--- src/pkg/lim_pkg.sv ---
package lim_pkg;

    // Register map (word offsets chosen for this block)
    localparam logic [3:0] ADDR_MODE_CONTROL   = 4'h0;
    localparam logic [3:0] ADDR_MASTER_CONTROL = 4'h1;
    localparam logic [3:0] ADDR_PATH_STATUS    = 4'h2;

    // Port mode control field positions
    localparam int BIT_TX_POWER_DOWN   = 7;
    localparam int BIT_RX_POWER_DOWN   = 6;
    localparam int BIT_PAR_CLK_DIR     = 5;
    localparam int BIT_SERIAL_PATH_HI  = 4;
    localparam int BIT_SERIAL_PATH_LO  = 3;

    // Master control field position
    localparam int BIT_IFACE_WIDTH_SEL = 5;

    // Reset values of software-only bits
    localparam logic       RST_TX_POWER_DOWN = 1'b0;
    localparam logic       RST_RX_POWER_DOWN = 1'b0;
    localparam logic       RST_IFACE_WIDTH   = 1'b0;

    // Clock mode strap encodings and resulting serial path defaults
    localparam logic [1:0] STRAP_LOW   = 2'h0;
    localparam logic [1:0] STRAP_HIGH  = 2'h1;
    localparam logic [1:0] STRAP_FLOAT = 2'h2;
    localparam logic [1:0] PATH_RST_LOW   = 2'h0;
    localparam logic [1:0] PATH_RST_HIGH  = 2'h1;
    localparam logic [1:0] PATH_RST_FLOAT = 2'h3;

    // Serial transmit path select encodings
    typedef enum logic [1:0] {
        LIM_PATH_FIFO_ONLY = 2'h0,
        LIM_PATH_PLESIO    = 2'h1,
        LIM_PATH_CDR_FIFO  = 2'h2,
        LIM_PATH_LOOP      = 2'h3
    } lim_path_e;

    // Synchroniser depth in cycles; the strap capture comes on the edge after
    localparam int STRAP_SETTLE_CYCLES = 2;

endpackage

--- src/design/lim_sync.sv ---
`timescale 1ns/1ps

// Two-stage synchroniser for pin levels
module lim_sync #(
    parameter int WIDTH = 1
) (
    input  wire logic             i_clk,
    input  wire logic             i_reset,
    input  wire logic             i_ce,
    input  wire logic [WIDTH-1:0] i_async,
    output logic      [WIDTH-1:0] o_sync
);
    logic [WIDTH-1:0] meta_reg;
    logic [WIDTH-1:0] meta_next;
    logic [WIDTH-1:0] sync_reg;
    logic [WIDTH-1:0] sync_next;

    // A zero-width synchroniser has nothing to carry
    if (WIDTH < 1) begin : g_bad_width
        $error("lim_sync width must be positive");
    end

    // First stage feeds only the second
    always_comb begin
        meta_next = i_ce ? i_async : meta_reg;
        sync_next = i_ce ? meta_reg : sync_reg;
    end

    always_ff @(posedge i_clk or posedge i_reset) begin
        if (i_reset) begin
            meta_reg <= '0;
            sync_reg <= '0;
        end else begin
            meta_reg <= meta_next;
            sync_reg <= sync_next;
        end
    end

    assign o_sync = sync_reg;
endmodule // lim_sync

--- src/design/lim_mode_control.sv ---
`timescale 1ns/1ps

// Functional notes
// - Power-down bits stop tx/rx, tri-state line output
// - Serial interface forces clock direction field one
// - Parallel interface: field picks tx clock source
// - Field zero: framer clock captures transmit data
// - Field one: device drives transmit clock out
// - Clock direction reset value from strap pin
// - Serial interface: path field configures transmit input
// - Path field reset value from clock strap
// - Path 00: FIFO only, recovery bypassed
// - Path 10: recovery then FIFO
// - Path 01: recovery only, FIFO bypassed
// - Path 11: loop timing from receive clock
// - Width select: 0 serial, 1 four-bit parallel
// - Strap float 11, low 00, high 01
module lim_mode_control (
    input  wire logic        i_clk,
    input  wire logic        i_reset,
    input  wire logic        i_ce,
    // Avalon-MM slave
    input  wire logic [3:0]  i_avs_address,
    input  wire logic        i_avs_read,
    input  wire logic        i_avs_write,
    input  wire logic [31:0] i_avs_writedata,
    output logic      [31:0] o_avs_readdata,
    output logic             o_avs_waitrequest,
    // Strap pins
    input  wire logic        i_par_clk_dir_strap,
    input  wire logic [1:0]  i_clock_mode_strap,
    // Transmit datapath controls
    input  wire logic        i_parallel_tx_clock_in,
    output logic             o_tx_power_down,
    output logic             o_tx_line_oe,
    output logic             o_rx_power_down,
    output logic             o_parallel_mode,
    output logic             o_parallel_tx_clock_out,
    output logic             o_parallel_tx_clock_out_oe,
    output logic             o_tx_capture_ext_clk,
    output logic             o_cdr_enable,
    output logic             o_fifo_enable,
    output logic             o_loop_timing
);
    logic [1:0] strap_path;
    logic [1:0] strap_path_sync;
    logic       strap_dir_sync;
    logic       ptclk_sync;

    logic       tx_pd_reg,   tx_pd_next;
    logic       rx_pd_reg,   rx_pd_next;
    logic       dir_reg,     dir_next;
    logic [1:0] path_reg,    path_next;
    logic       width_reg,   width_next;
    logic [1:0] settle_reg,  settle_next;
    logic       ack_reg,     ack_next;
    logic [31:0] rdata_reg,  rdata_next;
    logic       clkout_reg,  clkout_next;
    logic       cap_reg,     cap_next;
    logic       dir_eff;
    logic [7:0] mode_view;

    // Settle count at which the straps are in and the bus opens
    localparam logic [1:0] SETTLE_DONE = 2'(lim_pkg::STRAP_SETTLE_CYCLES + 1);

    // Strap mapping decoded once, used by reset capture
    function automatic logic [1:0] strap_to_path(input logic [1:0] s);
        case (s)
            lim_pkg::STRAP_LOW:   strap_to_path = lim_pkg::PATH_RST_LOW;
            lim_pkg::STRAP_HIGH:  strap_to_path = lim_pkg::PATH_RST_HIGH;
            lim_pkg::STRAP_FLOAT: strap_to_path = lim_pkg::PATH_RST_FLOAT;
            default:              strap_to_path = lim_pkg::PATH_RST_FLOAT;
        endcase
    endfunction

    // Straps and framer clock are asynchronous pins
    lim_sync #(
        .WIDTH(4)
    ) u_sync (
        .i_clk   (i_clk),
        .i_reset (i_reset),
        .i_ce    (i_ce),
        .i_async ({ i_parallel_tx_clock_in, i_par_clk_dir_strap, i_clock_mode_strap }),
        .o_sync  ({ ptclk_sync, strap_dir_sync, strap_path })
    );
    assign strap_path_sync = strap_path;

    // Clock direction reads as one while serial is selected
    assign dir_eff = width_reg ? dir_reg : 1'b1;

    assign mode_view = { tx_pd_reg, rx_pd_reg, dir_eff, path_reg, 3'h0 };

    // Register next state: strap capture, bus writes, read data
    always_comb begin
        tx_pd_next  = tx_pd_reg;
        rx_pd_next  = rx_pd_reg;
        dir_next    = dir_reg;
        path_next   = path_reg;
        width_next  = width_reg;
        settle_next = settle_reg;
        ack_next    = 1'b0;
        rdata_next  = rdata_reg;
        // Synchroniser output holds the strap only once both flops have
        // filled, so capture comes one edge after the synchroniser depth
        if (settle_reg != SETTLE_DONE) begin
            settle_next = settle_reg + 2'h1;
            if (settle_reg == 2'(lim_pkg::STRAP_SETTLE_CYCLES)) begin
                dir_next  = strap_dir_sync;
                path_next = strap_to_path(strap_path_sync);
            end
        end else if ((i_avs_read || i_avs_write) && !ack_reg) begin
            ack_next = 1'b1;
            if (i_avs_write) begin
                case (i_avs_address)
                    lim_pkg::ADDR_MODE_CONTROL: begin
                        tx_pd_next = i_avs_writedata[lim_pkg::BIT_TX_POWER_DOWN];
                        rx_pd_next = i_avs_writedata[lim_pkg::BIT_RX_POWER_DOWN];
                        dir_next   = i_avs_writedata[lim_pkg::BIT_PAR_CLK_DIR];
                        path_next  = { i_avs_writedata[lim_pkg::BIT_SERIAL_PATH_HI],
                                       i_avs_writedata[lim_pkg::BIT_SERIAL_PATH_LO] };
                    end
                    lim_pkg::ADDR_MASTER_CONTROL: begin
                        width_next = i_avs_writedata[lim_pkg::BIT_IFACE_WIDTH_SEL];
                    end
                    default: begin
                    end
                endcase
            end else begin
                case (i_avs_address)
                    lim_pkg::ADDR_MODE_CONTROL:   rdata_next = { 24'h0, mode_view };
                    lim_pkg::ADDR_MASTER_CONTROL:
                        rdata_next = 32'(width_reg) << lim_pkg::BIT_IFACE_WIDTH_SEL;
                    lim_pkg::ADDR_PATH_STATUS:
                        rdata_next = { 28'h0, o_loop_timing, o_fifo_enable,
                                       o_cdr_enable, o_tx_capture_ext_clk };
                    default:                      rdata_next = 32'h0;
                endcase
            end
        end
    end

    always_ff @(posedge i_clk or posedge i_reset) begin
        if (i_reset) begin
            tx_pd_reg  <= lim_pkg::RST_TX_POWER_DOWN;
            rx_pd_reg  <= lim_pkg::RST_RX_POWER_DOWN;
            dir_reg    <= 1'b1;
            path_reg   <= lim_pkg::PATH_RST_FLOAT;
            width_reg  <= lim_pkg::RST_IFACE_WIDTH;
            settle_reg <= 2'h0;
            ack_reg    <= 1'b0;
            rdata_reg  <= 32'h0;
        end else if (i_ce) begin
            tx_pd_reg  <= tx_pd_next;
            rx_pd_reg  <= rx_pd_next;
            dir_reg    <= dir_next;
            path_reg   <= path_next;
            width_reg  <= width_next;
            settle_reg <= settle_next;
            ack_reg    <= ack_next;
            rdata_reg  <= rdata_next;
        end
    end

    // Waitrequest drops for one cycle once the access is done
    assign o_avs_waitrequest = !ack_reg;
    assign o_avs_readdata    = rdata_reg;

    // Transmit clocking: master divides i_clk, slave samples framer clock
    always_comb begin
        clkout_next = clkout_reg;
        cap_next    = 1'b0;
        if (width_reg && dir_eff && !tx_pd_reg) begin
            clkout_next = !clkout_reg;
        end else begin
            clkout_next = 1'b0;
        end
        if (width_reg && !dir_eff) begin
            cap_next = ptclk_sync;
        end
    end

    always_ff @(posedge i_clk or posedge i_reset) begin
        if (i_reset) begin
            clkout_reg <= 1'b0;
            cap_reg    <= 1'b0;
        end else if (i_ce) begin
            clkout_reg <= clkout_next;
            cap_reg    <= cap_next;
        end
    end

    assign o_parallel_tx_clock_out    = clkout_reg;
    assign o_parallel_tx_clock_out_oe = width_reg && dir_eff && !tx_pd_reg;
    assign o_tx_capture_ext_clk       = width_reg && !dir_eff;
    assign o_parallel_mode            = width_reg;

    // Power-down controls and line driver enable
    assign o_tx_power_down = tx_pd_reg;
    assign o_rx_power_down = rx_pd_reg;
    assign o_tx_line_oe    = !tx_pd_reg;

    // Serial path decode; parallel mode always uses FIFO with no recovery
    always_comb begin
        o_cdr_enable  = 1'b0;
        o_fifo_enable = 1'b1;
        o_loop_timing = 1'b0;
        if (!width_reg) begin
            case (lim_pkg::lim_path_e'(path_reg))
                lim_pkg::LIM_PATH_FIFO_ONLY: begin
                    o_cdr_enable  = 1'b0;
                    o_fifo_enable = 1'b1;
                end
                lim_pkg::LIM_PATH_CDR_FIFO: begin
                    o_cdr_enable  = 1'b1;
                    o_fifo_enable = 1'b1;
                end
                lim_pkg::LIM_PATH_PLESIO: begin
                    o_cdr_enable  = 1'b1;
                    o_fifo_enable = 1'b0;
                end
                lim_pkg::LIM_PATH_LOOP: begin
                    o_loop_timing = 1'b1;
                end
                default: begin
                    o_fifo_enable = 1'b1;
                end
            endcase
        end
    end

    // Checks
    a_line_oe_pd: assert property (@(posedge i_clk) disable iff (i_reset)
        o_tx_line_oe == !o_tx_power_down)
        else $error("line enable disagrees with power down");
    a_serial_dir_one: assert property (@(posedge i_clk) disable iff (i_reset)
        !o_parallel_mode |-> mode_view[lim_pkg::BIT_PAR_CLK_DIR])
        else $error("clock direction not one in serial");
    a_slave_capture: assert property (@(posedge i_clk) disable iff (i_reset)
        (o_parallel_mode && !dir_reg) |-> (o_tx_capture_ext_clk && !o_parallel_tx_clock_out_oe))
        else $error("slave timing wrong");
    a_master_drive: assert property (@(posedge i_clk) disable iff (i_reset)
        (o_parallel_mode && dir_reg && !tx_pd_reg && i_ce && $stable(dir_reg)
         && $past(o_parallel_tx_clock_out_oe)) |=> (o_parallel_tx_clock_out != $past(clkout_reg)))
        else $error("master clock not toggling");
    a_path_fifo: assert property (@(posedge i_clk) disable iff (i_reset)
        (!width_reg && path_reg == 2'h0) |-> (o_fifo_enable && !o_cdr_enable))
        else $error("fifo only path wrong");
    a_path_cdr: assert property (@(posedge i_clk) disable iff (i_reset)
        (!width_reg && path_reg == 2'h2) |-> (o_fifo_enable && o_cdr_enable))
        else $error("cdr fifo path wrong");
    a_path_plesio: assert property (@(posedge i_clk) disable iff (i_reset)
        (!width_reg && path_reg == 2'h1) |-> (!o_fifo_enable && o_cdr_enable))
        else $error("plesiochronous path wrong");
    a_path_loop: assert property (@(posedge i_clk) disable iff (i_reset)
        (!width_reg && path_reg == 2'h3) |-> o_loop_timing)
        else $error("loop timing missing");
    a_par_ignore: assert property (@(posedge i_clk) disable iff (i_reset)
        width_reg |-> (!o_loop_timing && !o_cdr_enable))
        else $error("serial path active in parallel");
    a_par_fifo_on: assert property (@(posedge i_clk) disable iff (i_reset)
        o_parallel_mode |-> o_fifo_enable)
        else $error("fifo off in parallel");

    // Bus handshake and strap capture; an early capture would load reset zeros
    a_ack_single: assert property (@(posedge i_clk) disable iff (i_reset)
        (ack_reg && i_ce) |=> !ack_reg)
        else $error("waitrequest low for more than one cycle");
    a_ack_has_req: assert property (@(posedge i_clk) disable iff (i_reset)
        (ack_reg && $past(i_ce)) |-> $past(i_avs_read || i_avs_write))
        else $error("acknowledge without request");
    a_wait_settle: assert property (@(posedge i_clk) disable iff (i_reset)
        (settle_reg != SETTLE_DONE) |-> o_avs_waitrequest)
        else $error("bus answered before straps settled");
    a_strap_load: assert property (@(posedge i_clk) disable iff (i_reset)
        (i_ce && settle_reg == 2'(lim_pkg::STRAP_SETTLE_CYCLES))
        |=> (dir_reg == $past(strap_dir_sync) && path_reg == strap_to_path($past(strap_path_sync))))
        else $error("strap levels not captured");
    a_mode_write: assert property (@(posedge i_clk) disable iff (i_reset)
        (i_ce && settle_reg == SETTLE_DONE && !ack_reg && i_avs_write
         && i_avs_address == lim_pkg::ADDR_MODE_CONTROL)
        |=> (tx_pd_reg == $past(i_avs_writedata[lim_pkg::BIT_TX_POWER_DOWN])
             && rx_pd_reg == $past(i_avs_writedata[lim_pkg::BIT_RX_POWER_DOWN])
             && path_reg == $past(i_avs_writedata[lim_pkg::BIT_SERIAL_PATH_HI
                                                  :lim_pkg::BIT_SERIAL_PATH_LO])))
        else $error("mode control write lost");
    a_width_write: assert property (@(posedge i_clk) disable iff (i_reset)
        (i_ce && settle_reg == SETTLE_DONE && !ack_reg && i_avs_write
         && i_avs_address == lim_pkg::ADDR_MASTER_CONTROL)
        |=> (o_parallel_mode == $past(i_avs_writedata[lim_pkg::BIT_IFACE_WIDTH_SEL])))
        else $error("interface width write lost");
    a_rd_unmapped: assert property (@(posedge i_clk) disable iff (i_reset)
        (i_ce && settle_reg == SETTLE_DONE && !ack_reg && i_avs_read && !i_avs_write
         && i_avs_address > lim_pkg::ADDR_PATH_STATUS) |=> (o_avs_readdata == 32'h0))
        else $error("unmapped read not zero");

    // Clock enable, idle clock level and slave capture
    a_ce_freeze: assert property (@(posedge i_clk) disable iff (i_reset)
        !i_ce |=> ($stable(tx_pd_reg) && $stable(path_reg) && $stable(width_reg)
                   && $stable(clkout_reg) && $stable(settle_reg)))
        else $error("state moved with clock enable low");
    a_clk_idle: assert property (@(posedge i_clk) disable iff (i_reset)
        (!o_parallel_tx_clock_out_oe && i_ce) |=> !o_parallel_tx_clock_out)
        else $error("parallel clock not parked low");
    a_pd_no_clk: assert property (@(posedge i_clk) disable iff (i_reset)
        o_tx_power_down |-> !o_parallel_tx_clock_out_oe)
        else $error("clock driven while powered down");
    a_serial_quiet: assert property (@(posedge i_clk) disable iff (i_reset)
        !o_parallel_mode |-> (!o_parallel_tx_clock_out_oe && !o_tx_capture_ext_clk))
        else $error("parallel clocking active in serial");
    a_cap_follow: assert property (@(posedge i_clk) disable iff (i_reset)
        (o_tx_capture_ext_clk && i_ce) |=> (cap_reg == $past(ptclk_sync)))
        else $error("framer clock not captured");
endmodule // lim_mode_control

--- config.mk ---
export PLATFORM = sky130hd
export DESIGN_NAME = lim_mode_control
export DESIGN_NICKNAME = d
export VERILOG_FILES = /design/src/pkg/lim_pkg.sv /design/src/design/lim_sync.sv /design/src/design/lim_mode_control.sv
export SDC_FILE = /design/constraint.sdc
export NUM_CORES = 1
export LEC_CHECK = 0
export CORE_MARGIN = 4
export CORE_UTILIZATION = 65
export DETAILED_ROUTE_END_ITERATION = 8
export DONT_BUFFER_PORTS = 1
export HOLD_SLACK_MARGIN = 0.02
export PLACE_DENSITY = 0.84
export RECOVER_POWER = 50
export REMOVE_ABC_BUFFERS = 1
export SYNTH_ARGS = -nofsm -noshare
export SYNTH_HDL_FRONTEND = slang
export SYNTH_SLANG_ARGS = --single-unit
--- constraint.sdc ---
create_clock -name i_clk -period 3.45 [get_ports i_clk]
set_clock_uncertainty 0.2 [all_clocks]
set_input_delay 0.8625 -clock i_clk [delete_from_list [all_inputs] [get_ports i_clk]]
set_output_delay 0.8625 -clock i_clk [all_outputs]
set_load 0.01 [all_outputs]
Yosys cells after proc, flatten, opt, wreduce, memory -nomap -nowiden
Index checks and enable logic that the tools add are counted.
{"block": "totals", "output_inout_bits": 43, "regBits": 48, "inputBits": 45}
{"block": "op_classes", "reduce_logical": 20, "eq_ne": 9, "add_sub_neg": 1, "mux": 22, "bitwise": 2}
{"cell": "$pmux W8 S3", "n": 1}
{"cell": "$mux W1", "n": 15}
{"cell": "$reduce_and A5 Y1", "n": 3}
{"cell": "$mux W2", "n": 5}
{"cell": "$eq A2 B2 Y1 const B", "n": 3}
{"cell": "$reduce_bool A2 Y1", "n": 3}
{"cell": "$eq A2 B1 Y1 const B", "n": 2}
{"cell": "$eq A4 B1 Y1 const B", "n": 1}
{"cell": "$eq A4 B2 Y1 const B", "n": 1}
{"cell": "$logic_and A1 B1 Y1", "n": 4}
{"cell": "$logic_not A1 Y1", "n": 4}
{"cell": "$logic_not A4 Y1", "n": 1}
{"cell": "$pmux W2 S2", "n": 1}
{"cell": "$reduce_and A4 Y1", "n": 1}
{"cell": "$add A2 B1 Y2 const B", "n": 1}
{"cell": "$logic_not A2 Y1", "n": 1}
{"cell": "$ne A2 B1 Y1 const B", "n": 1}
{"cell": "$ne A2 B2 Y1 const B", "n": 1}
{"cell": "$not A1 Y1", "n": 2}
{"cell": "$reduce_and A2 Y1", "n": 1}
{"cell": "$reduce_or A2 Y1", "n": 1}
{"cell": "$logic_or A1 B1 Y1", "n": 1}

Depth between registers and ports, before layout
Gate-level depths: netlist of run 1.
{"block": "depth", "ltp_word": 5, "ltp_mapped": 6, "ltp_nobuf": 5}

Modules after synthesis
Synthesis of run 1 repeated with hierarchy kept, for this count alone.
{"block": "unflattened", "cells_unflattened": 133, "hier_area_um2": 1463.9}
{"module": "lim_mode_control", "n_inst": 1, "area_per_inst_um2": 1128.6, "cells_per_inst": 115}
{"module": "lim_sync", "n_inst": 1, "area_per_inst_um2": 335.3, "cells_per_inst": 18}

Worst setup path after synthesis of run 1
Ideal clock, no wire load.
{"block": "synth_timing", "path_type": "in2reg", "start": "in i_avs_address[0]", "end": "reg dir_reg", "slack_ps": 1172, "arrival_time_ps": 1995, "stages": 4, "setup_time_ps": 82, "path_buffers": 0, "cell_sequence": "or4_4 o21ai_2 o2111ai_2 mux2_2"}
{"block": "synth_via", "elab_chain_len": 3}
{"item": "from (decl)", "line_no": "lim_mode_control.sv:23", "rtl": "input wire logic [3:0] i_avs_address,"}
{"item": "$logic_not A4 Y1", "line_no": "lim_mode_control.sv:114", "rtl": "case (i_avs_address)"}
{"item": "$reduce_bool A2 Y1 (no line)"}
{"item": "$reduce_and A5 Y1 (no line)"}
{"item": "to (signal assigned)", "line_no": "lim_mode_control.sv:155", "rtl": "dir_reg <= dir_next;"}
{"item": "to (decl)", "line_no": "lim_mode_control.sv:52", "rtl": "logic dir_reg, dir_next;"}
Every way passes these cells.
A chain may end at the register's enable or synchronous reset.

Final worst setup path of run 1
{"block": "layout_timing", "start": "reg path_reg[1]", "end": "out o_cdr_enable"}
{"block": "layout_via", "elab_chain_len": 4}
{"item": "from (decl)", "line_no": "lim_mode_control.sv:53", "rtl": "logic [1:0] path_reg, path_next;"}
{"item": "from (signal assigned)", "line_no": "lim_mode_control.sv:147", "rtl": "path_reg <= lim_pkg::PATH_RST_FLOAT;"}
{"item": "from (signal assigned)", "line_no": "lim_mode_control.sv:156", "rtl": "path_reg <= path_next;"}
{"item": "$eq A2 B1 Y1 / $eq A2 B2 Y1 (equally long branches)", "line_no": "lim_mode_control.sv:208", "rtl": "case (lim_pkg::lim_path_e'(path_reg))"}
{"item": "$reduce_or A2 Y1 (no line) (*)"}
{"item": "$mux W1 (*)", "line_no": "lim_mode_control.sv:208"}
{"item": "$mux W1 (*)", "line_no": "lim_mode_control.sv:207", "rtl": "if (!width_reg) begin"}
{"item": "to (decl)", "line_no": "lim_mode_control.sv:41", "rtl": "output logic o_cdr_enable,"}
Every way passes the cells marked *; elsewhere a longest branch is shown, timed or not.

==> summary.txt, run 1 <==
Placement
  • Dpl cell area: about 0.0013 mm2
  • I/O Buffers: 0
  • GPL Wtd Cong: 0.726
  • Post-placement cell count: roughly 150
  • DP HPWL: approximately 1.9 mm

GRT
  • Global route hottest layer: met2
  • Overflow left after global routing: 0
  • GR Layer Usage met2: 0.320
  • Initial antenna violation count: 0
  • First-pass GRT wire length: ~3.6 mm
  • Tot GR Track Use: 0.176
  • Pin count of the biggest net entering global routing: 25
  • Met1 Use GR: 0.174
  • GR Util met3: 0.0845
  • Vias in the first global route: 803

Timing
  • Slew Viols, Final: 0
  • Setup TNS: 0 ns
  • Setup violators final: 0
  • Final Hold Vio Count: 0
  • RSZ-0062 raised after global routing: no
  • Fin crit period: roughly 2.5 ns
  • Worst-Margin Slew: between 0.8 and 0.9 ns
  • Slew HR: 0.423
  • Fmax: roughly 400 MHz
  • Post-route clock period utilization: 0.724

Critical path
  • R2r startpoint: settle_reg[0]
  • Reg2Reg Setup Slack: ~1.5 ns
  • Slowest stage delay, CP: 0.55 ns
  • Crit Reg-Reg Endpoint: o_avs_readdata[0]
  • Critical path's top delay family: flip-flops
  • Buf/Inv on CP: 1
  • Crit-path slowest cell: dfstp_2
  • Crit path max fanout: 3
  • WP data required: about 2.4 ns
  • CP Class: reg -> out
  • Crit-path cells: inv_1 -> ha_1 -> nor2_1
  • CP Data Arrival Time: between 1 and 1.5 ns
  • Critical path endpoint category: output pin
  • Worst-case reg-to-reg path depth: 5
  • Startpoint Class: flop

Clocking
  • Clk buf depth: 2
  • Clock Pin Slew Worst Setup and Hold Paths: 0.13 ns
  • Sink Count: 24
  • CTS root buffer: clkbuf_4
  • CTS tree: yes
  • Post-CTS Resized: 0
  • Postcts setup bufs: 0
  • # H-tree levels: 1
  • Worst skew pair latency: roughly 0.32 ns
  • # hold bufs at CTS: 0
  • CTS Buf Count: 3

Final layout
  • Layout cells sized above 1: 0.175
  • P&R area growth vs syn: -1.41%
  • Max reg flops: 8
  • Final instance count without filler cells: approximately 150
  • Ant diodes: 0
  • Design Area, Final: ~0.0013 mm2
  • Nets: 177

Logic synthesis
  • Avg Inst Size Synth: 10.6 um2
  • Sequential area share after synthesis: 0.453
  • Mapped Cells: roughly 130
  • Count of different cell masters after synthesis: 29
  • Ys Warns: 0
  • Yosys reg bits: 24
  • Syn Std Cell Area: around 0.0013 mm2

Route
  • Initial DRC count: 8
  • Routed Antenna Nets: 0
  • WL per Instance: around 16 um
  • Drc violations: 0
  • Drt total wl: about 2.4 mm
  • Via density: roughly 5.3
  • Routed via count: roughly 810
  • 1st-pass router iterations: 4

Floorplan
  • Core Rows: 16
  • Num ports: slightly below 90
  • Initial Utilization: 0.680
  • Die height: approximately 53 um
  • Die X: roughly 53 um
  • Core box area: between 0.0015 and 0.002 mm2
  • Die ar.: 0.00284 mm2

Worst hold path
  • WHS Path Cells: 1
  • Startpoint of the most critical hold path: u_sync.meta_reg[0]
  • Hold Crit Endpoint: u_sync.meta_reg[0]
  • Tightest Hold Check Type: reg -> reg

Power
  • Static Leak: around 0.00063 uW
  • Worst-case vdd ir drop: around 500 uV
  • Pwr/cell area: about 670 mW/mm2

Run
  • # Max-Cap Violations: 0

Status
  • Run status: finished clean
-- layout make-up --
class	instances	area (um2)
clock buffer	3	22.5
fill	162	646
tap	27	33.8
sequential	24	604
inverter	6	22.5
clock inverter	1	30.0
multi-input combinational	92	603
-- worst reg2reg max path, stage by stage (launching register included) --
cell and delay, ns:
dfrtp_1 0.44, ha_1 0.20, and3b_1 0.20, nand3b_1 0.37
nor2_1 0.34, a22o_1 0.16
-- kinds of logic (layout without fill, tap and decap cells) --
kind of cell,after synthesis,count (layout),share of synthesized area
adder cells (fa/ha/maj),5,5,0.0469
AO/OA/AOI/OAI,15,15,0.0843
multiplexers,16,16,0.131
AND/OR/NAND/NOR,31,31,0.115
buffers and inverters,33,10,0.160
other,1,24,0.00281
flip-flops,24,24,0.453
XOR/XNOR,1,1,0.00656
-- metrics by stage --
stage	worst slack [ns]	hold slack, ns	util	total power, uW
after floorplan	1.17	0.275	-	627
after global placement	1.11	0.283	0.644	666
after detailed placement	1.07	0.294	0.644	687
after CTS	0.923	0.324	0.671	887
after global routing	0.863	0.349	0.671	935
final	0.951	0.320	0.671	880
-- synth_stat cells (all sizes together) --
cell type / count / area (um2)
a22o: 4 / 35.0
and3: 1 / 6.26
and3b: 1 / 8.76
buf: 25 / 184
clkbuf: 2 / 7.51
conb: 1 / 3.75
dfrtp: 21 / 526
dfstp: 3 / 78.8
ha: 5 / 62.6
inv: 6 / 22.5
mux2: 12 / 135
mux2i: 4 / 40.0
nand2: 13 / 48.8
nand2b: 2 / 12.5
nand3b: 1 / 7.51
nand4: 1 / 6.26
nor2: 5 / 18.8
nor2b: 2 / 12.5
nor3: 3 / 15.0
nor4: 1 / 6.26
o2111ai: 1 / 15.0
o21ai: 6 / 33.8
o21bai: 1 / 7.51
o22ai: 1 / 6.26
o31ai: 2 / 15.0
or4: 1 / 11.3
xnor2: 1 / 8.76
-- cell usage in the layout, fill, tap and decap left out, types with 2 or more instances in the layout --
cell type  instances
a22o_1             4
clkbuf_4           3
conb_1            24
dfrtp_1           21
dfstp_2            3
ha_1               5
inv_1              6
mux2_2            12
mux2i_1            4
nand2_1           13
nand2b_1           2
nor2_1             5
nor2b_1            2
nor3_1             3
o21ai_0            5
o31ai_1            2
-- worst max-delay path by stage --
stage / slack [ns] / end / startpoint / cells after the start
2_1_floorplan: 1.17 / dir_reg / i_avs_address[0] / 4
4_1_cts: 0.92 / o_cdr_enable / path_reg[1] / 3
3_3_place_gp: 1.11 / path_reg[0] / i_avs_address[0] / 4
6_report: 0.95 / o_cdr_enable / path_reg[1] / 3
3_5_place_dp: 1.07 / path_reg[0] / i_avs_address[0] / 4
5_1_grt: 0.86 / o_cdr_enable / path_reg[1] / 3
-- power by group --
group / leakage, uW / switching (uW) / internal, uW / total (uW)
registers: 0.000301 / 66.7 / 358 / 424
clock network: 0.0000279 / 83.4 / 118 / 201
logic: 0.000300 / 148 / 107 / 255
-- per-layer routing --
metal  wire length (um)  part of all wire
met3                288              0.12
met4                 19            0.0080
met1                837              0.35
met2               1240              0.52
met5                  0                 0
No activity file was read; power rests on OpenSTA's default activity.
==> inputs of run 2 (changes only) <==
--- a/config.mk
+++ b/config.mk
@@ -5,12 +5,13 @@
 export SDC_FILE = /design/constraint.sdc
 export NUM_CORES = 1
 export LEC_CHECK = 0
+export ABC_AREA = 1
 export CORE_MARGIN = 4
-export CORE_UTILIZATION = 65
+export CORE_UTILIZATION = 62
 export DETAILED_ROUTE_END_ITERATION = 8
 export DONT_BUFFER_PORTS = 1
 export HOLD_SLACK_MARGIN = 0.02
-export PLACE_DENSITY = 0.84
+export PLACE_DENSITY = 0.81
 export RECOVER_POWER = 50
 export REMOVE_ABC_BUFFERS = 1
 export SYNTH_ARGS = -nofsm -noshare
==> constraint.sdc (replaced) <==
create_clock -name i_clk -period 2.5 [get_ports i_clk]
set_clock_uncertainty 0.2 [all_clocks]
set_input_delay 0.625 -clock i_clk [delete_from_list [all_inputs] [get_ports i_clk]]
set_output_delay 0.625 -clock i_clk [all_outputs]
set_load 0.01 [all_outputs]
==> run 2 against run 1 <==
Synthesized cell count is 40% higher. First-iteration DRC count grew to 4.8 times the previous value. Wire length is 6.6% higher. Register-to-register slack worse by 0.70 ns. Sequential share of layout area is 3.6 points lower. Setup slack worse by 0.72 ns. Cell count is 35% higher. Core utilization is 2.6 points lower. Critical path depth stayed put.
==> summary.txt, run 2 <==
Logic synthesis
  • Mapped Cells: between 150 and 200
  • Simple-Gate Fraction of Synth Area: 0.265
  • Primary FF master, synth: dfrtp_1
  • Largest cells by area after synthesis: dfrtp_1 37%, nand2_1 14%, buf_4 13%
  • Post-synthesis xor/xnor area fraction: 0.00610
  • Largest family of logic cells by synthesized area: simple AND/OR/NAND/NOR gates
  • Post-synth EDFFs: 0
  • Count of different cell masters after synthesis: 23
  • Mux cell area share after synthesis: 0
  • Ys Warns: 0
  • Avg Inst Size Synth: 8.15 um2
  • Most common cell in the netlist: nand2_1
  • Synth top area share: 0.366
  • Most frequent cells after synthesis: 54 x nand2_1, 24 x buf_4, 21 x dfrtp_1
  • Leading area contributor after synthesis: dfrtp_1
  • Yosys reg bits: 24
  • Complex-gate fraction of the synthesized area: 0.0759
  • Syn Std Cell Area: 0.00144 mm2
  • Sequential area share after synthesis: 0.421
  • Adder-cell area share of the yosys netlist: 0.0436
  • Ys async rst share: 1.00

Route
  • Drc violations: 0
  • 1st-pass router iterations: 4
  • Via density: between 5 and 6
  • Routed Antenna Nets: 0
  • Drt total wl: 2.54 mm
  • Initial DRC count: 38
  • WL per Instance: approximately 12 um
  • Routed via count: 1038

Critical path
  • Startpoint Class: flop
  • Worst-case reg-to-reg path depth: 6
  • Crit Reg-Reg Endpoint: o_avs_readdata[1]
  • WP data required: approximately 1.7 ns
  • Reg2Reg Setup Slack: approximately 0.78 ns
  • Crit-path slowest cell: dfstp_2
  • CP Data Arrival Time: ~1.4 ns
  • CP Class: reg -> out
  • Crit path max fanout: 4
  • Critical path endpoint category: output pin
  • R2r startpoint: settle_reg[1]
  • Crit-path cells: inv_1 -> ha_1 -> nor2_1
  • Slowest stage delay, CP: between 0.5 and 0.6 ns

Final layout
  • P&R area growth vs syn: -0.523%
  • Nets: 230
  • Layout cells sized above 1: 0.117
  • Ant diodes: 0
  • Most common cell after layout, fill and taps aside: nand2_1
  • Most frequent cells in the layout: 54 x nand2_1, 24 x conb_1, 21 x dfrtp_1, 18 x inv_1, 10 x o21ai_0
  • Max reg flops: 8
  • Util after Layout: 0.645

Placement
  • DP HPWL: a little over 2 mm
  • GPL Wtd Cong: about 0.9
  • I/O Buffers: 0
  • Dpl ws: about 0.57 ns

Clocking
  • Sink Count: 24
  • Clock Pin Slew Worst Setup and Hold Paths: ~0.13 ns
  • CTS tree: yes
  • Postcts setup bufs: 0
  • # H-tree levels: 1
  • Clk buf depth: 2
  • Worst skew pair latency: 0.31 ns
  • CTS Buf Count: 3
  • CTS root buffer: clkbuf_4

Worst hold path
  • WHS Path Cells: 1
  • Tightest Hold Check Type: in -> reg
  • Hold Crit Endpoint: ack_reg
  • Startpoint of the most critical hold path: i_ce

Timing
  • Setup violators final: 0
  • RSZ-0062 raised after global routing: no
  • Slew HR: 0.168
  • Final worst setup slack: between 0.2 and 0.25 ns
  • Worst-Margin Slew: between 1 and 1.5 ns
  • Post-route clock period utilization: 0.907
  • Setup TNS: 0 ns
  • Fin crit period: 2.27 ns
  • Fmax: between 400 and 500 MHz
  • Slew Viols, Final: 0
  • Hold WS: about 0.20 ns
  • Final Hold Vio Count: 0

GRT
  • Overflow left after global routing: 0
  • Initial antenna violation count: 0
  • Vias in the first global route: about 1000
  • Tot GR Track Use: 0.173
  • Pin count of the biggest net entering global routing: 25
  • First-pass GRT wire length: 4.35 mm

Power
  • Worst-case vdd ir drop: 435 uV
  • Power Total: 1190 uW
  • Static Leak: roughly 0.00074 uW
  • Pwr/cell area: between 800 and 900 mW/mm2

Floorplan
  • Num ports: between 80 and 90
  • Initial Utilization: 0.649
  • Die height: about 56 um
  • Core Rows: 17
  • Die X: 56.1 um
  • Core box area: ~0.0022 mm2
  • Die ar.: 0.00315 mm2

Run
  • # Max-Cap Violations: 0

Status
  • Run status: finished clean
==> run 2: changes by cell type after synthesis, moves of 4 or more <==
| cell | delta |
|---|---|
| nand3_1 | +9 |
| o21ai_2 | +5 |
| o21ai_0 | +5 |
| inv_1 | +12 |
| nand2_1 | +41 |
| mux2_2 | -12 |
| a22o_1 | -4 |
| mux2i_1 | -4 |
==> run 2: layer usage <==
metal / GRT usage / share of wire / vias to the layer above
met3: 0.0464 / 0.095 / 5
met4: 0.0712 / 0.014 / 0
li1: - / - / 509
met2: 0.304 / 0.51 / 43
met1: 0.195 / 0.38 / 481
met5: 0 / 0 / -
==> run 2: worst max-delay path: cells and delay by family, from the launching register on <==
| kind | cells | cell delay [ns] |
|---|---|---|
| fa+ha+maj | 1 | 0.27 |
| buf+inv | 1 | 0.05 |
| flops | 1 | 0.58 |
| simple gates | 1 | 0.23 |
==> run 2: through the flow <==
step                      instances  instance area (um2)
after global routing            207                 1430
after CTS                       207                 1430
after detailed placement        202                 1370
final                           207                 1430
after floorplan                 173                 1330
after global placement          202                 1370
==> run 2: kinds of logic (layout without fill, tap and decap cells) <==
group,count (synthesis),in the layout
XOR/XNOR,1,1
other,1,24
AND/OR/NAND/NOR,83,83
flip-flops,24,24
AO/OA/AOI/OAI,17,17
adder cells (fa/ha/maj),5,5
buffers and inverters,45,25
==> run 2: report_power, final <==
group	total [uW]	switching [uW]	internal, uW
clock	276	114	162
combinational	352	244	108
sequential	560	79.3	480
total	1190	437	750
==> run 2: repair_timing <==
action	CTS	global route
hold buffers	1	0
endpoints found under the hold margin	13	0
gates resized for setup	0	0
==> run 2: worst max-delay path by stage <==
stage                     start           end  slack, ns  cells past startpoint
global placement    path_reg[1]  o_cdr_enable       0.59                      3
floorplan           path_reg[1]  o_cdr_enable       0.66                      3
CTS                 path_reg[1]  o_cdr_enable       0.20                      3
global route        path_reg[1]  o_cdr_enable        0.1                      3
detailed placement  path_reg[1]  o_cdr_enable       0.57                      3
finish              path_reg[1]  o_cdr_enable       0.23                      3
==> run 2: final cells by class <==
| type | count | area (um2) |
|---|---|---|
| Fill cell | 206 | 785 |
| Multi-Input combinational cell | 130 | 651 |
| Sequential cell | 24 | 604 |
| Inverter | 19 | 71.3 |
| Tap cell | 28 | 35.0 |
| Clock inverter | 1 | 30.0 |
| Clock buffer | 3 | 22.5 |
| Timing Repair Buffer | 2 | 13.8 |
==> inputs of run 3 (changes only) <==
--- a/config.mk
+++ b/config.mk
@@ -8,11 +8,11 @@
 export ABC_AREA = 1
 export CORE_MARGIN = 4
 export CORE_UTILIZATION = 62
+export CTS_CLUSTER_DIAMETER = 50
 export DETAILED_ROUTE_END_ITERATION = 8
 export DONT_BUFFER_PORTS = 1
 export HOLD_SLACK_MARGIN = 0.02
 export PLACE_DENSITY = 0.81
-export RECOVER_POWER = 50
 export REMOVE_ABC_BUFFERS = 1
 export SYNTH_ARGS = -nofsm -noshare
 export SYNTH_HDL_FRONTEND = slang
==> run 3 against run 2 <==
Combinational power about the same. Clock-buffer cell count unchanged. Total power is essentially flat. Clock power about the same. Cell area is 0.26% higher. Register-to-register slack hardly changed. First-iteration DRC count stayed put. Core utilization grew 0.17 points. Worst hold slack about the same. Sequential share of layout area fell by 0.11 points.
==> summary.txt, run 3 (synthesis gave the netlist of run 2 again) <==
Timing
  • Post-route clock period utilization: 0.907
  • RSZ-0062 raised after global routing: no
  • Setup TNS: 0 ns
  • Setup violators final: 0
  • Slew Viols, Final: 0
  • Fin crit period: 2.27 ns
  • Final Hold Vio Count: 0
  • Fmax: 441 MHz

Route
  • Drc violations: 0
  • Routed Antenna Nets: 0
  • Routed via count: roughly 1000
  • 1st-pass router iterations: 4
  • Drt total wl: 2.54 mm
  • Initial DRC count: 38
  • Via density: between 5 and 6
  • WL per Instance: between 10 and 15 um

Critical path
  • Crit-path slowest cell: dfstp_2
  • CP Class: reg -> out
  • WP data required: between 1.5 and 2 ns
  • CP Data Arrival Time: between 1 and 1.5 ns
  • Crit path max fanout: 4
  • Startpoint Class: flop
  • Crit-path cells: inv_1 -> ha_1 -> nor2_1
  • Slowest stage delay, CP: 0.58 ns
  • Critical path endpoint category: output pin
  • R2r startpoint: settle_reg[1]
  • Worst Setup SP: path_reg[1]

Floorplan
  • Core box area: roughly 0.0022 mm2
  • Num ports: roughly 90
  • Initial Utilization: 0.649
  • Die X: between 50 and 60 um
  • Die ar.: between 0.003 and 0.004 mm2
  • Die height: between 50 and 60 um
  • Core Rows: 17

Clocking
  • CTS tree: yes
  • CTS root buffer: clkbuf_4
  • Post-CTS Resized: 0
  • Clock Pin Slew Worst Setup and Hold Paths: roughly 0.13 ns
  • # H-tree levels: 1
  • Sink Count: 24
  • Worst skew pair latency: 0.31 ns
  • Clk buf depth: 2
  • CTS Buf Count: 3

Run
  • # Max-Cap Violations: 0

Status
  • Run status: finished clean

GRT
  • First-pass GRT wire length: 4.35 mm
  • Overflow left after global routing: 0
  • Vias in the first global route: around 1000
  • Tot GR Track Use: 0.173
  • Pin count of the biggest net entering global routing: 25
  • Initial antenna violation count: 0

Placement
  • DP HPWL: roughly 2.0 mm
  • I/O Buffers: 0
  • Dpl cell area: 0.00137 mm2
  • GPL Wtd Cong: 0.875

Final layout
  • Design Area, Final: around 0.0014 mm2
  • Most frequent cells in the layout: 54 x nand2_1, 24 x conb_1, 21 x dfrtp_1, 18 x inv_1, 10 x o21ai_0
  • Most common cell after layout, fill and taps aside: nand2_1
  • P&R area growth vs syn: -0.262%
  • Max reg flops: 8
  • Ant diodes: 0
  • Nets: 230
  • Layout cells sized above 1: 0.123

Power
  • Pwr/cell area: 830 mW/mm2
  • Static Leak: 0.000747 uW
  • Worst-case vdd ir drop: about 440 uV

Worst hold path
  • Startpoint of the most critical hold path: i_ce
  • Tightest Hold Check Type: in -> reg
[run 3: metrics by stage]
stage               instances  total power (uW)  worst slack [ns]  hold WS [ns]  utilization
floorplan                 173               844             0.659         0.242            -
CTS                       207              1210             0.199         0.189        0.647
global placement          202               900             0.593         0.256        0.619
global route              207              1300            0.0984         0.170        0.647
detailed placement        202               921             0.573         0.259        0.619
finish                    207              1190             0.233         0.197        0.647
[run 3: final timing paths]
kind                       depth (start not counted)                  to  slack [ns]
setup / recovery                                   3        o_cdr_enable        0.23
hold / removal                                     1             ack_reg        0.20
setup reg to reg                                   6   o_avs_readdata[1]        0.78
hold reg to reg                                    2  u_sync.meta_reg[0]        0.29
max in group asynchronous                          3         path_reg[1]        1.23
min in group asynchronous                          3    u_sync.o_sync[0]        0.57
[run 3: area by class of cell]
| cell class | instances | area, um2 |
|---|---|---|
| clock buffers | 3 | 22.5 |
| multi-input cells | 130 | 651 |
| well taps | 28 | 35.0 |
| repair buffers | 2 | 17.5 |
| flip-flops and latches | 24 | 604 |
| inverters | 19 | 71.3 |
| fillers | 206 | 781 |
| clock inverters | 1 | 30.0 |
[run 3: layer usage]
layer	vias up	wire length, um	global-route usage
li1	509	-	-
met1	481	954	0.195
met2	43	1300	0.304
met3	5	241	0.0464
met4	0	36	0.0712
met5	-	0	0
[run 3: where the power goes]
| part | total, uW | internal (uW) | switching (uW) |
|---|---|---|---|
| sequential | 560 | 480 | 79.3 |
| clock | 276 | 162 | 114 |
| combinational | 353 | 108 | 244 |
[run 3: critical path: cells and delay by family, from the launching register on]
kind	cells	cell delay, ns
flops	1	0.58
fa+ha+maj	1	0.27
buf+inv	1	0.05
simple gates	1	0.23
[run 3: what timing repair did]
action,in CTS,in global routing
hold buffers,1,0
hold endpoints to repair,13,0
buffers inserted,0,0
